## src/inc/apfc_defs.vh

```
// Register offsets, field positions, reset values and timing counts of the converter control
`ifndef APFC_DEFS_VH
`define APFC_DEFS_VH
`define APFC_ADDR_MODE 3'h0
`define APFC_ADDR_CHAN 3'h1
`define APFC_ADDR_PFMODE 3'h2
`define APFC_ADDR_THRESH 3'h3
`define APFC_ADDR_RESULT 3'h4
`define APFC_ADDR_IRQSTAT 3'h5
`define APFC_ADDR_IRQMASK 3'h6
`define APFC_ADDR_STATUS 3'h7
`define APFC_MODE_RUN 7
`define APFC_MODE_FR_HI 5
`define APFC_MODE_FR_LO 3
`define APFC_MODE_CPWR 0
`define APFC_PF_EN 7
`define APFC_PF_SENSE 6
`define APFC_MODE_RST 8'h00
`define APFC_CHAN_RST 8'h00
`define APFC_PFM_RST 8'h00
`define APFC_PFT_RST 8'h00
`define APFC_MASK_RST 8'h00
`define APFC_IRQ_END 0
`define APFC_IRQ_RESTART 1
`define APFC_CYC_288 9'd288
`define APFC_CYC_240 9'd240
`define APFC_CYC_192 9'd192
`define APFC_CYC_144 9'd144
`define APFC_CYC_120 9'd120
`define APFC_CYC_96 9'd96
`define APFC_START_DELAY 9'd32
`define APFC_SAR_BITS 10
`endif

```

## src/rtl/apfc_adc_control.v

```verilog
// Control logic of a 10-bit successive-approximation converter with power-fail compare
// Notes on behaviour
// - Power-fail mode: compare result upper byte with threshold; interrupt only on match.
// - Channel comes from channel-select bits 1:0; rewriting them switches channel.
// - After a channel change next compare comes one selected conversion time later.
// - Result read meeting result write: read first, new result written afterwards.
// - Mode/channel write meeting conversion end: write wins, no result, no interrupt.
// - Channel-select write does not clear the conversion-end flag.
// - Mode/channel write may spoil result; software reads result first.
// - Converter stops in standby; clear run bit also cuts resistor string current.
// - Sample switch closed for one sixth of conversion time, then open.
// - Sense 0: fire when byte >= threshold; sense 1: fire when byte < threshold.
// - Conversions repeat while run; any control register write restarts conversion.
// - Run bit 7, power bit 0 of mode; enable bit 7, sense bit 6 of power-fail mode.
//
// The register addresses and the plain strobed port are this design's own decisions.
`timescale 1ns/1ps
`include "apfc_defs.vh"
module apfc_adc_control (
  input wire core_clk,
  input wire rst_n,
  input wire [2:0] regAddr,
  input wire [7:0] regWdata,
  input wire regWr,
  input wire regRd,
  output reg [15:0] regRdata,
  input wire standbyReq,
  input wire compareHigh,
  output reg [1:0] channelSel,
  output reg sampleClose,
  output reg comparatorPower,
  output reg refStringOn,
  output reg [9:0] sarTrial,
  output reg conversionBusy,
  output reg conversionEndIrq,
  output reg irqOut
);
  localparam ST_IDLE = 2'd0;
  localparam ST_DELAY = 2'd1;
  localparam ST_CONV = 2'd2;

  reg [7:0] modeReg;
  reg [7:0] chanReg;
  reg [7:0] pfModeReg;
  reg [7:0] threshReg;
  reg [15:0] resultReg;
  reg [7:0] irqStatReg;
  reg [7:0] irqMaskReg;
  reg [1:0] state_reg;
  reg [1:0] state_next;
  reg [8:0] cnt_reg;
  reg [8:0] cnt_next;
  reg [9:0] sar_reg;
  reg [3:0] bitIdx_reg;
  reg firstAfterChan_reg;
  reg pendValid_reg;
  reg [15:0] pendResult_reg;
  reg pendIrq_reg;

  wire running = modeReg[`APFC_MODE_RUN] & ~standbyReq;
  wire wrMode = regWr & (regAddr == `APFC_ADDR_MODE);
  wire wrChan = regWr & (regAddr == `APFC_ADDR_CHAN);
  wire ctrlWr = regWr & (regAddr <= `APFC_ADDR_THRESH);
  wire rdResult = regRd & (regAddr == `APFC_ADDR_RESULT);

  ////////////////////////////////////////////////////////////////
  reg [8:0] convCycles;
  always @* begin
    case (modeReg[`APFC_MODE_FR_HI:`APFC_MODE_FR_LO])
      3'h0: convCycles = `APFC_CYC_288;
      3'h1: convCycles = `APFC_CYC_240;
      3'h2: convCycles = `APFC_CYC_192;
      3'h4: convCycles = `APFC_CYC_144;
      3'h5: convCycles = `APFC_CYC_120;
      3'h6: convCycles = `APFC_CYC_96;
      default: convCycles = `APFC_CYC_288;
    endcase
  end
  // Sample window: one sixth; conversion bits spread over the remainder
  wire [8:0] sampleCycles = convCycles / 9'd6;
  wire [8:0] bitSlot = (convCycles - sampleCycles) / 9'd10;
  wire [8:0] convEnd = sampleCycles + bitSlot * 9'd10;

  ////////////////////////////////////////////////////////////////
  wire [9:0] sarDone;
  wire [9:0] curBit = 10'h200 >> bitIdx_reg;
  assign sarDone = compareHigh ? sar_reg : (sar_reg & ~curBit);
  wire bitTick = (state_reg == ST_CONV) && (cnt_reg >= sampleCycles) && (bitIdx_reg < 4'd10)
    && ((cnt_reg - sampleCycles) == bitSlot * {5'h0, bitIdx_reg} + bitSlot - 9'd1);
  wire convDone = (state_reg == ST_CONV) && (cnt_reg == convEnd - 9'd1);
  wire [9:0] finalSar = (bitIdx_reg == 4'd9 && bitTick) ? sarDone : sar_reg;
  wire [15:0] newResult = {finalSar, 6'h00};
  // Power-fail gating of the end interrupt
  wire upperGe = newResult[15:8] >= threshReg;
  wire pfMatch = pfModeReg[`APFC_PF_SENSE] ? ~upperGe : upperGe;
  wire endIrq = ~pfModeReg[`APFC_PF_EN] | pfMatch;

  always @* begin
    state_next = state_reg;
    cnt_next = cnt_reg + 9'd1;
    case (state_reg)
      ST_IDLE: begin
        cnt_next = 9'd0;
        if (running) begin
          state_next = ST_DELAY;
        end
      end
      ST_DELAY: begin
        if (cnt_reg == `APFC_START_DELAY - 9'd1) begin
          state_next = ST_CONV;
          cnt_next = 9'd0;
        end
      end
      ST_CONV: begin
        if (convDone) begin
          cnt_next = 9'd0;
        end
      end
      default: begin
        state_next = ST_IDLE;
        cnt_next = 9'd0;
      end
    endcase
    if (!running) begin
      state_next = ST_IDLE;
      cnt_next = 9'd0;
    end else if (ctrlWr) begin
      // Channel change skips the start delay so the next end lands one conversion time later
      state_next = wrChan ? ST_CONV : ST_DELAY;
      cnt_next = 9'd0;
    end
  end

  ////////////////////////////////////////////////////////////////
  always @(posedge core_clk or negedge rst_n) begin
    if (!rst_n) begin
      modeReg <= `APFC_MODE_RST;
      chanReg <= `APFC_CHAN_RST;
      pfModeReg <= `APFC_PFM_RST;
      threshReg <= `APFC_PFT_RST;
      irqMaskReg <= `APFC_MASK_RST;
      irqStatReg <= 8'h00;
      resultReg <= 16'h0000;
      state_reg <= ST_IDLE;
      cnt_reg <= 9'h000;
      sar_reg <= 10'h200;
      bitIdx_reg <= 4'h0;
      firstAfterChan_reg <= 1'b0;
      pendValid_reg <= 1'b0;
      pendResult_reg <= 16'h0000;
      pendIrq_reg <= 1'b0;
      regRdata <= 16'h0000;
      channelSel <= 2'h0;
      sampleClose <= 1'b0;
      comparatorPower <= 1'b0;
      refStringOn <= 1'b0;
      sarTrial <= 10'h000;
      conversionBusy <= 1'b0;
      conversionEndIrq <= 1'b0;
      irqOut <= 1'b0;
    end else begin
      state_reg <= state_next;
      cnt_reg <= cnt_next;
      if (regWr) begin
        case (regAddr)
          `APFC_ADDR_MODE: modeReg <= regWdata;
          `APFC_ADDR_CHAN: chanReg <= {6'h00, regWdata[1:0]};
          `APFC_ADDR_PFMODE: pfModeReg <= {regWdata[7:6], 6'h00};
          `APFC_ADDR_THRESH: threshReg <= regWdata;
          `APFC_ADDR_IRQMASK: irqMaskReg <= {6'h00, regWdata[1:0]};
          default: ;
        endcase
      end
      if (wrChan) begin
        firstAfterChan_reg <= 1'b1;
      end else if (convDone) begin
        firstAfterChan_reg <= 1'b0;
      end
      // Successive approximation sequence, restarted with each conversion
      if (state_next != ST_CONV || cnt_next == 9'd0) begin
        sar_reg <= 10'h200;
        bitIdx_reg <= 4'h0;
      end else if (bitTick) begin
        sar_reg <= (bitIdx_reg == 4'd9) ? sarDone : (sarDone | (curBit >> 1));
        bitIdx_reg <= bitIdx_reg + 4'd1;
      end
      // Result write: held one cycle when a result read collides
      pendValid_reg <= 1'b0;
      pendIrq_reg <= 1'b0;
      if (pendValid_reg) begin
        resultReg <= pendResult_reg;
      end
      if (convDone && !(wrMode || wrChan)) begin
        if (rdResult) begin
          pendValid_reg <= 1'b1;
          pendResult_reg <= newResult;
        end else begin
          resultReg <= newResult;
        end
      end
      // Status: set wins over write-one-to-clear
      begin : irqStatus
        reg [7:0] setBits;
        setBits = 8'h00;
        setBits[`APFC_IRQ_END] = convDone & ~(wrMode | wrChan) & endIrq;
        setBits[`APFC_IRQ_RESTART] = ctrlWr & running & (state_reg != ST_IDLE);
        if (regWr && regAddr == `APFC_ADDR_IRQSTAT) begin
          irqStatReg <= (irqStatReg & ~regWdata) | setBits;
        end else begin
          irqStatReg <= irqStatReg | setBits;
        end
        conversionEndIrq <= setBits[`APFC_IRQ_END];
        irqOut <= |(((irqStatReg & ~(regWr && regAddr == `APFC_ADDR_IRQSTAT ? regWdata : 8'h00))
          | setBits) & irqMaskReg);
      end
      regRdata <= 16'h0000;
      if (regRd) begin
        case (regAddr)
          `APFC_ADDR_MODE: regRdata <= {8'h00, modeReg};
          `APFC_ADDR_CHAN: regRdata <= {8'h00, chanReg};
          `APFC_ADDR_PFMODE: regRdata <= {8'h00, pfModeReg};
          `APFC_ADDR_THRESH: regRdata <= {8'h00, threshReg};
          `APFC_ADDR_RESULT: regRdata <= resultReg;
          `APFC_ADDR_IRQSTAT: regRdata <= {8'h00, irqStatReg};
          `APFC_ADDR_IRQMASK: regRdata <= {8'h00, irqMaskReg};
          `APFC_ADDR_STATUS: regRdata <= {12'h000, firstAfterChan_reg, standbyReq, state_reg};
          default: regRdata <= 16'h0000;
        endcase
      end
      channelSel <= chanReg[1:0];
      comparatorPower <= modeReg[`APFC_MODE_CPWR] & ~standbyReq;
      refStringOn <= running;
      sampleClose <= (state_next == ST_CONV) && (cnt_next < sampleCycles);
      sarTrial <= sar_reg;
      conversionBusy <= (state_next != ST_IDLE);
    end
  end
endmodule

```

## config.mk

```make
export PLATFORM = sky130hd
export DESIGN_NAME = apfc_adc_control
export DESIGN_NICKNAME = d
export VERILOG_FILES = /design/src/rtl/apfc_adc_control.v
export VERILOG_INCLUDE_DIRS = /design/src /design/src/inc
export SDC_FILE = /design/constraint.sdc
export NUM_CORES = 1
export LEC_CHECK = 0
export BUFFER_PORTS_ARGS = -buffer_cell sky130_fd_sc_hd__buf_2
export CAP_MARGIN = 20
export CORE_ASPECT_RATIO = 0.7
export CORE_MARGIN = 4
export CORE_UTILIZATION = 62
export DETAILED_ROUTE_END_ITERATION = 8
export GPL_ROUTABILITY_DRIVEN = 0
export PLACE_DENSITY = 0.81
export SLEW_MARGIN = 30
export SYNTH_ARGS = -nofsm -noshare
export SYNTH_HDL_FRONTEND = slang
export SYNTH_SLANG_ARGS = --single-unit
```

## constraint.sdc

```tcl
create_clock -name core_clk -period 10.2 [get_ports core_clk]
set_clock_uncertainty 0.1 [all_clocks]
set_input_delay 1.02 -clock core_clk [delete_from_list [all_inputs] [get_ports core_clk]]
set_output_delay 1.02 -clock core_clk [all_outputs]
set_load 0.05 [all_outputs]
```

==> metrics.txt <==
layout cells sized above 1=0.180; CTS max path bufs=2; first-pass GRT wire length=between 30 and 40 mm; port bufs=50; period utilisation layout=0.957; non-filler instance count after layout=1156; vias in the first global route=roughly 6.9k; Worst path slowest cell=or4_4; cell area after technology mapping=roughly 0.0086 mm²; cell family with most CP delay=compound AO/OA/AOI/OAI gates; total core area=0.0134 mm²; Post-Route WL=roughly 22 mm; Synth top area share=0.338; clk root buf=clkbuf_16; DR WL/cell=between 15 and 20 µm; die height=about 110 µm; largest net degree at the start of global routing=68; CTS Hold Bufs=0; Antenna Cells=0; worst-path fanout max=8; cell mode on critical path=inv_1; WP buf/inv=9; clock latency on the worst-skew pair=between 0.4 and 0.5 ns; Max Slew Vio Count=0; Worst Hold Class=reg -> reg; Yosys cell types=78; area delta synth->final=13.9%; Most used DFF post-synth=dfrtp_1; TritonCTS Buffers=17; Iter 0 DRT Violations=634; initial antenna violation count=0; clk sink count=about 120; HPWL after DPL=15.0 mm; Worst setup SP type=register; Cells after Synth=906; Via density=approximately 6.1; All-Layer GR Usage=0.278; Vias=7035; initial core utilization=0.643; io pins=slightly above 50; most common cell after layout, fill and taps aside=dfrtp_1; biggest cell delay along the critical path=~0.60 ns; Post-synth EDFFs=0; die width=about 150 µm; dpl cells=between 1k and 1.5k; CP Capture Type=register; required time worst endpoint=around 10 ns; GRT overflow=0; synth top area cells=dfrtp_1, ha_1, mux2_2; Final setup violation count=0; most frequent cells in the layout=dfrtp_1, inv_1, ha_1, nand2_1, nor2_1; dominant cell type by area after synthesis=dfrtp_1; status=completed; Die ar.=0.0158 mm²; Final min period=around 9.8 ns; Syn Area/Cell=9.48 µm²; relative slew slack=0.375; Synth Warn #=0; Async SR Flop Fraction=1.00; Clock transition at path regs=around 0.060 ns; Regs by FF count=regRdata: 16 flops, resultReg: 16 flops; Seq/Total Area, Yosys=0.341; final hold vios=0; DRT antenna net count=0; critical path class=reg -> reg; slew at the pin with the worst max-slew slack=roughly 0.94 ns; final setup margin=0.443 ns; CTS tree=yes; Fmax achieved=102 MHz; CTS HTree Levels=4; DRC=0; critical path arrival=9.95 ns; pre-CTS WS=0.199 ns; FF+latch count, synth=between 100 and 150; fin nets=between 1k and 1.5k; number of max-cap violations=0; FP Rows=35; drt pass-1 iters=5
[Yosys cell counts (11+ instances only)]
cell and number:
nand2_1 67, o21ai_1 11, mux2i_1 16, inv_1 78
nor3_1 12, a21o_1 25, ha_1 74, mux2_2 36
nand2b_1 17, nor2_1 54, fa_1 19, nand3_1 17
nor2b_1 27, xnor2_1 43, dfrtp_1 116, clkbuf_1 33
xor2_1 15, a21oi_1 44, o21ai_0 30, and2_1 22
[path summary, 6_finish.rpt]
kind                                   startpoint                     end  slack [ns]  cells after the start
max                        modeReg[3]$_DFFE_PN0P_  sar_reg[8]$_DFFE_PN0P_        0.44                     43
min                        sar_reg[1]$_DFFE_PN0P_   sarTrial[1]$_DFF_PN0_        0.31                      0
max reg2reg                modeReg[3]$_DFFE_PN0P_  sar_reg[8]$_DFFE_PN0P_        0.44                     43
min reg2reg                sar_reg[1]$_DFFE_PN0P_   sarTrial[1]$_DFF_PN0_        0.31                      0
max in group asynchronous                   rst_n  modeReg[3]$_DFFE_PN0P_        8.23                      2
min in group asynchronous                   rst_n  resultReg[3]$_DFF_PN0_        0.59                      1
[stage by stage]
step / hold WS (ns) / TNS [ns] / area, µm² / util
floorplan: 0.254 / 0 / 8600 / -
global placement: 0.284 / 0 / 9010 / 0.674
detailed placement: 0.287 / 0 / 9010 / 0.674
CTS: 0.297 / 0 / 9600 / 0.719
global route: 0.306 / -0.939 / 9780 / 0.733
finish: 0.307 / 0 / 9780 / 0.733
[kinds of logic (layout without fill, tap and decap cells)]
logic type | after synthesis | in the layout | share of synthesized area
AND/OR/NAND/NOR | 263 | 263 | 0.158
AO/OA/AOI/OAI | 198 | 199 | 0.165
buffers and inverters | 122 | 183 | 0.0560
flip-flops | 117 | 117 | 0.341
adder cells (fa/ha/maj) | 94 | 94 | 0.153
XOR/XNOR | 59 | 59 | 0.0611
multiplexers | 52 | 52 | 0.0659
other | 1 | 4 | 0.000437
[timing repair]
| item | 4_1_cts | 5_1_grt |
|---|---|---|
| buffers inserted | 0 | 7 |
| resized for setup | 0 | 22 |
| endpoints found under the hold margin | 0 | 0 |
| endpoints found under the setup margin | 0 | 42 |
[cell type report]
cell class,count,area (µm²)
fillers,943,3570
well taps,185,231
repair buffers,71,410
clock buffers,18,439
inverters,80,300
multi-input cells,671,5320
flip-flops and latches,117,2930
clock inverters,14,153
[metal layers]
metal / wire length (µm) / vias up / share of wire / track usage
met1: 9820 / 3417 / 0.45 / 0.408
met2: 9730 / 318 / 0.45 / 0.418
met4: 333 / 0 / 0.015 / 0.0745
met3: 1860 / 40 / 0.086 / 0.0618
met5: 0 / - / 0 / 0
li1: - / 3260 / - / -
Power is left out: the tool's default activity adds up to more than one toggle a clock period on the data nets, which glitch-free logic cannot reach.
